`src/dbg_unit_pkg.sv`:
```
// constants, types and register map of the hardware breakpoint debug unit
package dbg_unit_pkg;

	// ************************************************************
	// sizes
	// ************************************************************
	localparam int ADDR_W      = 10;
	localparam int DATA_W      = 32;
	localparam int THREAD_IX_W = 3;
	localparam int NUM_THREADS = 8;
	localparam int NUM_UNITS   = 4;
	localparam int NUM_SCRATCH = 8;

	// ************************************************************
	// register indices; byte address is four times the index
	// ************************************************************
	localparam logic [7:0] IDX_SAVED_SP   = 8'h12;
	localparam logic [7:0] IDX_READ_THR   = 8'h13;
	localparam logic [7:0] IDX_READ_REG   = 8'h14;
	localparam logic [7:0] IDX_CAUSE      = 8'h15;
	localparam logic [7:0] IDX_PAYLOAD    = 8'h16;
	localparam logic [7:0] IDX_STOP       = 8'h18;
	localparam logic [7:0] IDX_SCRATCH    = 8'h20;
	localparam logic [7:0] IDX_IB_ADDR    = 8'h30;
	localparam logic [7:0] IDX_IB_CTL     = 8'h40;
	localparam logic [7:0] IDX_DW_ADDR1   = 8'h50;
	localparam logic [7:0] IDX_DW_ADDR2   = 8'h60;
	localparam logic [7:0] IDX_DW_CTL     = 8'h70;
	localparam logic [7:0] IDX_RW_MASK    = 8'h80;
	localparam logic [7:0] IDX_RW_VALUE   = 8'h90;
	localparam logic [7:0] IDX_RW_CTL     = 8'h9C;

	// ************************************************************
	// fields and writable-bit masks
	// ************************************************************
	localparam int CTL_EN_BIT    = 0;
	localparam int CTL_MODE_BIT  = 1;
	localparam int CTL_LOAD_BIT  = 2;
	localparam int CTL_THR_LSB   = 16;
	localparam int CAUSE_THR_LSB = 8;
	localparam int CAUSE_IX_LSB  = 16;
	localparam logic [31:0] IB_CTL_MASK   = 32'h00FF0003;
	localparam logic [31:0] DW_CTL_MASK   = 32'h00FF0007;
	localparam logic [31:0] RW_CTL_MASK   = 32'h00FF0003;
	localparam logic [31:0] READ_THR_MASK = 32'h000000FF;
	localparam logic [31:0] READ_REG_MASK = 32'h0000001F;
	localparam logic [31:0] STOP_MASK     = 32'h000000FF;
	localparam logic [31:0] CAUSE_MASK    = 32'h0003FF07;
	localparam logic [31:0] ZERO_WORD     = 32'h00000000;

	typedef enum logic [2:0] {
		CAUSE_NONE     = 3'b000,
		CAUSE_HOST     = 3'b001,
		CAUSE_CALL     = 3'b010,
		CAUSE_IBREAK   = 3'b011,
		CAUSE_DWATCH   = 3'b100,
		CAUSE_RWATCH   = 3'b101
	} cause_t;

	// ************************************************************
	// carriers from the logical cores
	// ************************************************************
	typedef struct packed {
		logic                   valid;
		logic [THREAD_IX_W-1:0] thread;
	} thread_event_t;

	typedef struct packed {
		logic                   valid;
		logic [THREAD_IX_W-1:0] thread;
		logic [31:0]            pc;
	} pc_probe_t;

	typedef struct packed {
		logic                   valid;
		logic                   is_load;
		logic [THREAD_IX_W-1:0] thread;
		logic [31:0]            addr;
	} mem_probe_t;

	typedef struct packed {
		logic                   valid;
		logic [THREAD_IX_W-1:0] thread;
		logic [31:0]            rid;
	} res_probe_t;

	typedef struct packed {
		logic        valid;
		logic [31:0] sp;
	} entry_capture_t;

	typedef struct packed {
		logic        valid;
		logic [2:0]  index;
		logic [31:0] data;
	} scratch_write_t;

endpackage

```
`src/hardware_breakpoint_debug_unit.sv`:
```
// debug state and breakpoint logic behind an avalon-mm register slave
`timescale 1ns/1ps
module hardware_breakpoint_debug_unit
	import dbg_unit_pkg::*;
#(
	parameter int THREADS = NUM_THREADS
) (
	input  wire logic                core_clk,
	input  wire logic                rst,
	input  wire logic                ce,
	input  wire logic [ADDR_W-1:0]   avs_address,
	input  wire logic                avs_read,
	input  wire logic                avs_write,
	input  wire logic [DATA_W-1:0]   avs_writedata,
	output logic      [DATA_W-1:0]   avs_readdata,
	output logic                     avs_waitrequest,
	input  wire logic                debug_mode,
	input  wire logic                host_debug_request,
	input  wire thread_event_t       debug_call_instruction,
	input  wire entry_capture_t      debug_entry,
	input  wire pc_probe_t           pc_probe,
	input  wire mem_probe_t          mem_probe,
	input  wire res_probe_t          res_probe,
	input  wire scratch_write_t      cfg_scratch_write,
	output logic                     debug_irq,
	output logic [NUM_THREADS-1:0]   thread_stop,
	output logic [7:0]               read_thread_select,
	output logic [4:0]               read_register_select
);

	// ************************************************************
	// elaboration checks
	// ************************************************************
	if (THREADS != NUM_THREADS) begin : g_bad_threads
		$error("THREADS must equal the eight-bit thread mask width");
	end

	// ************************************************************
	// helpers
	// ************************************************************
	// armed for this thread: enable bit and the thread's mask bit
	function automatic logic ctl_armed(input logic [31:0] ctl,
			input logic [THREAD_IX_W-1:0] thr);
		ctl_armed = ctl[CTL_EN_BIT] & ctl[CTL_THR_LSB + int'(thr)];
	endfunction

	// lowest firing unit wins
	function automatic logic [1:0] lowest_hit(input logic [NUM_UNITS-1:0] hits);
		lowest_hit = 2'h0;
		for (int i = NUM_UNITS - 1; i >= 0; i--) begin
			if (hits[i]) begin
				lowest_hit = 2'(i);
			end
		end
	endfunction

	// word inside a block of four or eight at base
	function automatic logic in_block(input logic [7:0] ix, input logic [7:0] base,
			input logic [7:0] len);
		in_block = (ix >= base) && (ix < 8'(base + len));
	endfunction

	// ************************************************************
	// state
	// ************************************************************
	logic [31:0] saved_sp_reg;
	logic [31:0] read_thr_reg;
	logic [31:0] read_regsel_reg;
	logic [31:0] cause_reg;
	logic [31:0] payload_reg;
	logic [31:0] stop_reg;
	logic [31:0] scratch_reg [NUM_SCRATCH];
	logic [31:0] ib_addr_reg [NUM_UNITS];
	logic [31:0] ib_ctl_reg  [NUM_UNITS];
	logic [31:0] dw_a1_reg   [NUM_UNITS];
	logic [31:0] dw_a2_reg   [NUM_UNITS];
	logic [31:0] dw_ctl_reg  [NUM_UNITS];
	logic [31:0] rw_mask_reg [NUM_UNITS];
	logic [31:0] rw_val_reg  [NUM_UNITS];
	logic [31:0] rw_ctl_reg  [NUM_UNITS];
	logic        ack_reg;
	logic [31:0] rdata_reg;
	logic        irq_reg;
	logic [7:0]  stop_out_reg;

	// ************************************************************
	// bus decode
	// ************************************************************
	// one wait cycle per access: ack rises the cycle after the request
	wire        bus_req   = avs_read | avs_write;
	wire        ack_next  = bus_req & ~ack_reg;
	wire [7:0]  bus_ix    = avs_address[ADDR_W-1:2];
	wire [1:0]  unit_ix   = bus_ix[1:0];
	wire [2:0]  scr_ix    = bus_ix[2:0];
	// debug-mode-only writes keep running threads from corrupting state
	wire        wr_go     = avs_write & ack_reg & debug_mode;
	wire        hit_sp    = bus_ix == IDX_SAVED_SP;
	wire        hit_thr   = bus_ix == IDX_READ_THR;
	wire        hit_rsel  = bus_ix == IDX_READ_REG;
	wire        hit_cause = bus_ix == IDX_CAUSE;
	wire        hit_pay   = bus_ix == IDX_PAYLOAD;
	wire        hit_stop  = bus_ix == IDX_STOP;
	wire        hit_scr   = in_block(bus_ix, IDX_SCRATCH, 8'(NUM_SCRATCH));
	wire        hit_iba   = in_block(bus_ix, IDX_IB_ADDR, 8'(NUM_UNITS));
	wire        hit_ibc   = in_block(bus_ix, IDX_IB_CTL, 8'(NUM_UNITS));
	wire        hit_dwa1  = in_block(bus_ix, IDX_DW_ADDR1, 8'(NUM_UNITS));
	wire        hit_dwa2  = in_block(bus_ix, IDX_DW_ADDR2, 8'(NUM_UNITS));
	wire        hit_dwc   = in_block(bus_ix, IDX_DW_CTL, 8'(NUM_UNITS));
	wire        hit_rwm   = in_block(bus_ix, IDX_RW_MASK, 8'(NUM_UNITS));
	wire        hit_rwv   = in_block(bus_ix, IDX_RW_VALUE, 8'(NUM_UNITS));
	wire        hit_rwc   = in_block(bus_ix, IDX_RW_CTL, 8'(NUM_UNITS));

	// unmapped words read as zero
	wire [31:0] rd_word =
		hit_sp    ? saved_sp_reg :
		hit_thr   ? read_thr_reg :
		hit_rsel  ? read_regsel_reg :
		hit_cause ? cause_reg :
		hit_pay   ? payload_reg :
		hit_stop  ? stop_reg :
		hit_scr   ? scratch_reg[scr_ix] :
		hit_iba   ? ib_addr_reg[unit_ix] :
		hit_ibc   ? ib_ctl_reg[unit_ix] :
		hit_dwa1  ? dw_a1_reg[unit_ix] :
		hit_dwa2  ? dw_a2_reg[unit_ix] :
		hit_dwc   ? dw_ctl_reg[unit_ix] :
		hit_rwm   ? rw_mask_reg[unit_ix] :
		hit_rwv   ? rw_val_reg[unit_ix] :
		hit_rwc   ? rw_ctl_reg[unit_ix] : ZERO_WORD;

	// ************************************************************
	// watch logic
	// ************************************************************
	logic [NUM_UNITS-1:0] ib_hit;
	logic [NUM_UNITS-1:0] dw_hit;
	logic [NUM_UNITS-1:0] rw_hit;

	for (genvar u = 0; u < NUM_UNITS; u++) begin : g_watch
		wire pc_eq   = pc_probe.pc == ib_addr_reg[u];
		wire pc_cmp  = ib_ctl_reg[u][CTL_MODE_BIT] ? ~pc_eq : pc_eq;
		assign ib_hit[u] = pc_probe.valid & ctl_armed(ib_ctl_reg[u], pc_probe.thread)
			& pc_cmp;

		wire dw_a    = mem_probe.addr >= dw_a1_reg[u];
		wire dw_b    = mem_probe.addr <= dw_a2_reg[u];
		wire dw_cond = dw_ctl_reg[u][CTL_MODE_BIT] ? (dw_a | dw_b) : (dw_a & dw_b);
		wire dw_kind = ~mem_probe.is_load | dw_ctl_reg[u][CTL_LOAD_BIT];
		assign dw_hit[u] = mem_probe.valid & ctl_armed(dw_ctl_reg[u], mem_probe.thread)
			& dw_kind & dw_cond;

		wire rw_eq   = (res_probe.rid & rw_mask_reg[u]) == (rw_val_reg[u] & rw_mask_reg[u]);
		wire rw_cond = rw_ctl_reg[u][CTL_MODE_BIT] ? ~rw_eq : rw_eq;
		assign rw_hit[u] = res_probe.valid & ctl_armed(rw_ctl_reg[u], res_probe.thread)
			& rw_cond;
	end

	// events are ignored while the debugger already runs
	wire armed_run = ~debug_mode;
	wire ev_host   = armed_run & host_debug_request;
	wire ev_call   = armed_run & debug_call_instruction.valid;
	wire ev_ib     = armed_run & (|ib_hit);
	wire ev_dw     = armed_run & (|dw_hit);
	wire ev_rw     = armed_run & (|rw_hit);
	wire ev_any    = ev_host | ev_call | ev_ib | ev_dw | ev_rw;

	// priority: host, call, instruction, data, resource
	wire [2:0] cause_code =
		ev_host ? CAUSE_HOST :
		ev_call ? CAUSE_CALL :
		ev_ib   ? CAUSE_IBREAK :
		ev_dw   ? CAUSE_DWATCH : CAUSE_RWATCH;
	wire [1:0] cause_ix =
		(ev_host | ev_call) ? 2'h0 :
		ev_ib   ? lowest_hit(ib_hit) :
		ev_dw   ? lowest_hit(dw_hit) : lowest_hit(rw_hit);
	wire [THREAD_IX_W-1:0] cause_thr =
		ev_host ? '0 :
		ev_call ? debug_call_instruction.thread :
		ev_ib   ? pc_probe.thread :
		ev_dw   ? mem_probe.thread : res_probe.thread;
	wire [31:0] cause_word = {14'h0000, cause_ix, 5'h00, cause_thr, 5'h00, cause_code};
	wire        pay_load   = ev_dw | ev_rw;
	wire [31:0] pay_word   = ev_dw ? mem_probe.addr : res_probe.rid;

	// ************************************************************
	// bus handshake and outputs
	// ************************************************************
	always_ff @(posedge core_clk) begin
		if (rst) begin
			ack_reg   <= 1'b0;
			rdata_reg <= ZERO_WORD;
		end else if (ce) begin
			ack_reg <= ack_next;
			if (ack_next) begin
				rdata_reg <= rd_word;
			end
		end
	end

	always_ff @(posedge core_clk) begin
		if (rst) begin
			irq_reg      <= 1'b0;
			stop_out_reg <= 8'h00;
		end else if (ce) begin
			irq_reg      <= ev_any;
			stop_out_reg <= debug_mode ? 8'h00 : stop_reg[7:0];
		end
	end

	// ************************************************************
	// debug state registers; hardware capture beats a bus write
	// ************************************************************
	always_ff @(posedge core_clk) begin
		if (rst) begin
			saved_sp_reg <= ZERO_WORD;
		end else if (ce) begin
			if (debug_entry.valid) begin
				saved_sp_reg <= debug_entry.sp;
			end else if (wr_go && hit_sp) begin
				saved_sp_reg <= avs_writedata;
			end
		end
	end

	always_ff @(posedge core_clk) begin
		if (rst) begin
			read_thr_reg <= ZERO_WORD;
		end else if (ce && wr_go && hit_thr) begin
			read_thr_reg <= avs_writedata & READ_THR_MASK;
		end
	end

	always_ff @(posedge core_clk) begin
		if (rst) begin
			read_regsel_reg <= ZERO_WORD;
		end else if (ce && wr_go && hit_rsel) begin
			read_regsel_reg <= avs_writedata & READ_REG_MASK;
		end
	end

	always_ff @(posedge core_clk) begin
		if (rst) begin
			cause_reg <= ZERO_WORD;
		end else if (ce) begin
			if (ev_any) begin
				cause_reg <= cause_word;
			end else if (wr_go && hit_cause) begin
				cause_reg <= avs_writedata & CAUSE_MASK;
			end
		end
	end

	always_ff @(posedge core_clk) begin
		if (rst) begin
			payload_reg <= ZERO_WORD;
		end else if (ce) begin
			if (pay_load) begin
				payload_reg <= pay_word;
			end else if (wr_go && hit_pay) begin
				payload_reg <= avs_writedata;
			end
		end
	end

	always_ff @(posedge core_clk) begin
		if (rst) begin
			stop_reg <= ZERO_WORD;
		end else if (ce && wr_go && hit_stop) begin
			stop_reg <= avs_writedata & STOP_MASK;
		end
	end

	// ************************************************************
	// scratch words, shared with the configuration path
	// ************************************************************
	always_ff @(posedge core_clk) begin
		if (rst) begin
			for (int i = 0; i < NUM_SCRATCH; i++) begin
				scratch_reg[i] <= ZERO_WORD;
			end
		end else if (ce) begin
			if (wr_go && hit_scr) begin
				scratch_reg[scr_ix] <= avs_writedata;
			end else if (cfg_scratch_write.valid) begin
				scratch_reg[cfg_scratch_write.index] <= cfg_scratch_write.data;
			end
		end
	end

	// ************************************************************
	// watch unit registers
	// ************************************************************
	always_ff @(posedge core_clk) begin
		if (rst) begin
			for (int i = 0; i < NUM_UNITS; i++) begin
				ib_addr_reg[i] <= ZERO_WORD;
			end
		end else if (ce && wr_go && hit_iba) begin
			ib_addr_reg[unit_ix] <= avs_writedata;
		end
	end

	always_ff @(posedge core_clk) begin
		if (rst) begin
			for (int i = 0; i < NUM_UNITS; i++) begin
				ib_ctl_reg[i] <= ZERO_WORD;
			end
		end else if (ce && wr_go && hit_ibc) begin
			ib_ctl_reg[unit_ix] <= avs_writedata & IB_CTL_MASK;
		end
	end

	always_ff @(posedge core_clk) begin
		if (rst) begin
			for (int i = 0; i < NUM_UNITS; i++) begin
				dw_a1_reg[i] <= ZERO_WORD;
			end
		end else if (ce && wr_go && hit_dwa1) begin
			dw_a1_reg[unit_ix] <= avs_writedata;
		end
	end

	always_ff @(posedge core_clk) begin
		if (rst) begin
			for (int i = 0; i < NUM_UNITS; i++) begin
				dw_a2_reg[i] <= ZERO_WORD;
			end
		end else if (ce && wr_go && hit_dwa2) begin
			dw_a2_reg[unit_ix] <= avs_writedata;
		end
	end

	always_ff @(posedge core_clk) begin
		if (rst) begin
			for (int i = 0; i < NUM_UNITS; i++) begin
				dw_ctl_reg[i] <= ZERO_WORD;
			end
		end else if (ce && wr_go && hit_dwc) begin
			dw_ctl_reg[unit_ix] <= avs_writedata & DW_CTL_MASK;
		end
	end

	always_ff @(posedge core_clk) begin
		if (rst) begin
			for (int i = 0; i < NUM_UNITS; i++) begin
				rw_mask_reg[i] <= ZERO_WORD;
			end
		end else if (ce && wr_go && hit_rwm) begin
			rw_mask_reg[unit_ix] <= avs_writedata;
		end
	end

	always_ff @(posedge core_clk) begin
		if (rst) begin
			for (int i = 0; i < NUM_UNITS; i++) begin
				rw_val_reg[i] <= ZERO_WORD;
			end
		end else if (ce && wr_go && hit_rwv) begin
			rw_val_reg[unit_ix] <= avs_writedata;
		end
	end

	always_ff @(posedge core_clk) begin
		if (rst) begin
			for (int i = 0; i < NUM_UNITS; i++) begin
				rw_ctl_reg[i] <= ZERO_WORD;
			end
		end else if (ce && wr_go && hit_rwc) begin
			rw_ctl_reg[unit_ix] <= avs_writedata & RW_CTL_MASK;
		end
	end

	assign avs_readdata         = rdata_reg;
	assign avs_waitrequest      = ~ack_reg;
	assign debug_irq            = irq_reg;
	assign thread_stop          = stop_out_reg;
	assign read_thread_select   = read_thr_reg[7:0];
	assign read_register_select = read_regsel_reg[4:0];

endmodule // hardware_breakpoint_debug_unit

```
`config.mk`:
```
export PLATFORM = sky130hd
export DESIGN_NAME = hardware_breakpoint_debug_unit
export DESIGN_NICKNAME = d
export VERILOG_FILES = /design/src/dbg_unit_pkg.sv /design/src/hardware_breakpoint_debug_unit.sv
export SDC_FILE = /design/constraint.sdc
export NUM_CORES = 2
export LEC_CHECK = 0
export ABC_CLOCK_PERIOD_IN_PS = 4900
export BUFFER_PORTS_ARGS = -buffer_cell sky130_fd_sc_hd__buf_2
export CAP_MARGIN = 15
export CORE_MARGIN = 2
export CORE_UTILIZATION = 50
export CTS_BUF_LIST = sky130_fd_sc_hd__clkbuf_16
export CTS_CLUSTER_DIAMETER = 80
export DETAILED_ROUTE_END_ITERATION = 6
export GPL_TIMING_DRIVEN = 0
export PLACE_DENSITY = 0.68
export SETUP_SLACK_MARGIN = 0.4
export SYNTH_ARGS = -nofsm -noshare
export SYNTH_HDL_FRONTEND = slang
export SYNTH_SLANG_ARGS = --single-unit
```
`constraint.sdc`:
```
create_clock -name core_clk -period 4.9 [get_ports core_clk]
set_clock_uncertainty 0.15 [all_clocks]
set_input_delay 0.245 -clock core_clk [delete_from_list [all_inputs] [get_ports core_clk]]
set_output_delay 0.245 -clock core_clk [all_outputs]
set_load 0.05 [all_outputs]
```
==> reports/results.ini <==
[critical_path]
r2r_end=payload_reg[8]
cp_top_family=buffers and inverters
worstPathRequired_ns=5.43
crit_buf_inv=4
path_class=input pin to flop
r2r_cells=15
slowest_delay_ns=0.84
r2r_start=dw_a2_reg[3][31]
arrival_ns=5.26
r2r_slack_ns=0.38
cp-start-kind=input pin
critPathCaptureType=flop
crit_fanout=10
slowest_stage=clkbuf_1
crit_chain=clkbuf_1 > clkbuf_2 > clkbuf_2 > clkbuf_1 > mux4_2 > nand2_1 > nand4_1 > o21ai_0 > a31oi_1
cp.depth=9

[run_status]
violations=design-rule violations
outcome=finished with violations

[global_routing]
grt_max_degree=33
grt_use_total_pct=45.8
antenna_found_initial=46
grt_pass1_vias=49170
overflow=0
grt_pass1_wl_um=394000

[final_layout]
layout_common_cells=edfxtp_1, nor2_1, inv_1
fin_nets=6385
largest_reg_flops=256
layout_commonest_cell=edfxtp_1
area_growth_pct=17.0
layout-drive-gt1-share_pct=15.9

[detailed_routing]
wl_um=294000
drtAntennaViolNets=0
drt-initial-drc-count=9215
vias_per_cell=6.77
wire_per_inst_um=38.3
drc=40
vias=51956
drt_first_pass_iters=7

[synth]
synth_fp_nets=5825
async_flop_share_pct=0
ys_warn_count=0
syn_avg_cell_area_sq_um=11.7
syn_area_sq_um=62400
ys_ff_latch=1160
seq_area_frac_synth_pct=53.6
synth_edf_count=1020
netlist_instances=5338
yosysUniqueCellTypes=79
ys.flop_type=edfxtp_1

[timing]
hold_viol_final=0
worst_slew_pin_slew_ns=1.41
slew_headroom_pct=5.68
rsz0062_at_grt=false
min_period_over_period_pct=96.4
fmax_mhz=212
timing.final.ws_setup_ns=0.174
setup_viol=0
period_minus_slack_ns=4.73
slew_violations=0

[cts]
clock_path_buffers=3
clkTransAtPathRegs_ns=0.06
h-tree-depth=4
cts_root_buf=clkbuf_16
clk_latency_ns=0.81
cts_tree=built
cts-buffers-inserted=131
clock-sinks=1160

[power]
p_total_uw=24500
leakage_uw=0.0289
cellPowerDensity_nw_per_um2=335
vdd_ir_drop_max_v=0.000394

[worst_hold_path]
hp-start=avs_read
hold_class=input pin to flop
holdPathEnd=avs_readdata[1]
min_path_cells=5

[placement]
pre_cts_ws_ns=-1.24
routabilityCongestion=1.16
numPortBuffers=221
place.detailed.hpwl_um=225000

[floorplan]
floorplan.die.width_um=357
num_rows=129
initial_utilization_pct=50.4
core_area_sq_um=124000
die_y_um=357
die-area_sq_um=128000
io_pins=286

[job]
maxCapViolCount=0

layout make-up:
cell class	instances	area [sq um]
Fill cell	10200	50800
Multi-Input combinational cell	3382	26400
Clock inverter	105	848
Tap cell	1637	2050
Buffer	411	1680
Sequential cell	1160	33400
Inverter	385	1450
Timing Repair Buffer	427	3800
Clock buffer	131	3280
Antenna cell	34	85.1
repair_timing:
item	in CTS	in global routing
endpoints found under the setup margin	511	230
resized for setup	69	45
endpoints found under the hold margin	413	0
hold buffers	116	0
setup buffers	4	3
pin swaps	9	13
synth_stat cells (26+ instances only):
cell,n,share of area [%]
a211oi_1,50,0.60
a21o_1,26,0.31
a21oi_1,170,1.4
a22oi_1,148,1.8
a32o_1,32,0.51
and2_1,72,0.72
and3_1,234,2.3
buf_1,48,0.29
clkbuf_1,351,2.1
dfxtp_1,140,4.5
edfxtp_1,1020,49
ha_1,256,5.1
inv_1,385,2.3
mux2i_1,100,1.6
mux4_2,279,10
nand2_1,404,2.4
nand3_1,56,0.45
nand4_1,102,1.0
nor2_1,763,4.6
nor4_1,32,0.32
o21ai_0,91,0.73
or4_1,36,0.43
xnor2_1,64,0.90
xor2_1,192,2.7
report_power, final:
group	switching [uW]	internal, uW
clock	4400	5390
sequential	233	11100
combinational	2280	1070
worst max-delay path by stage:
| stage | start | end | slack, ns |
|---|---|---|---|
| 2_1_floorplan | avs_address[2] | dw_a1_reg[1][0] | 1.05 |
| 5_1_grt | dw_a1_reg[1][1] | payload_reg[8] | 0.40 |
| 3_5_place_dp | mem_probe[0] | payload_reg[6] | -1.24 |
| 6_report | avs_address[3] | avs_readdata[6] | 0.17 |
| 3_3_place_gp | avs_address[2] | rw_val_reg[1][28] | -3.15 |
| 4_1_cts | avs_address[2] | dw_a1_reg[2][9] | 0.36 |
metrics by stage:
stage                     util (%)  instances  area, sq um  hold slack, ns  TNS (ns)
after floorplan                  -       5338        62400           0.242         0
after global placement        52.9       7196        65500           0.296  -2117.49
after detailed placement      54.2       7276        67100           0.306   -403.21
after CTS                     58.8       7632        72700          0.0101         0
after global routing          58.9       7641        73000          0.0217         0
final                         59.0       7672        73000          0.0331         0
layer usage:
layer	track usage, %	share of wire (%)	vias to the layer above
met5	0	0.070	-
met2	64.5	41	4486
li1	-	-	20778
met3	18.5	16	963
met4	33.2	8.7	30
met1	57.2	34	25699
cells by family after synthesis:
group	share of synthesized area (%)
compound gates	7.49
simple gates	13.3
mux	12.1
xor+xnor	3.59
flops	53.6
buf+inv	4.85
fa+ha+maj	5.17
tightest hold or removal path, stage by stage:
cell     delay (ns)
buf_2          0.10
nor2_1         0.21
nor3_1         0.17
o21ai_0        0.18
a31oi_1        0.05
Note: power is estimated with default switching activity, not from simulation.
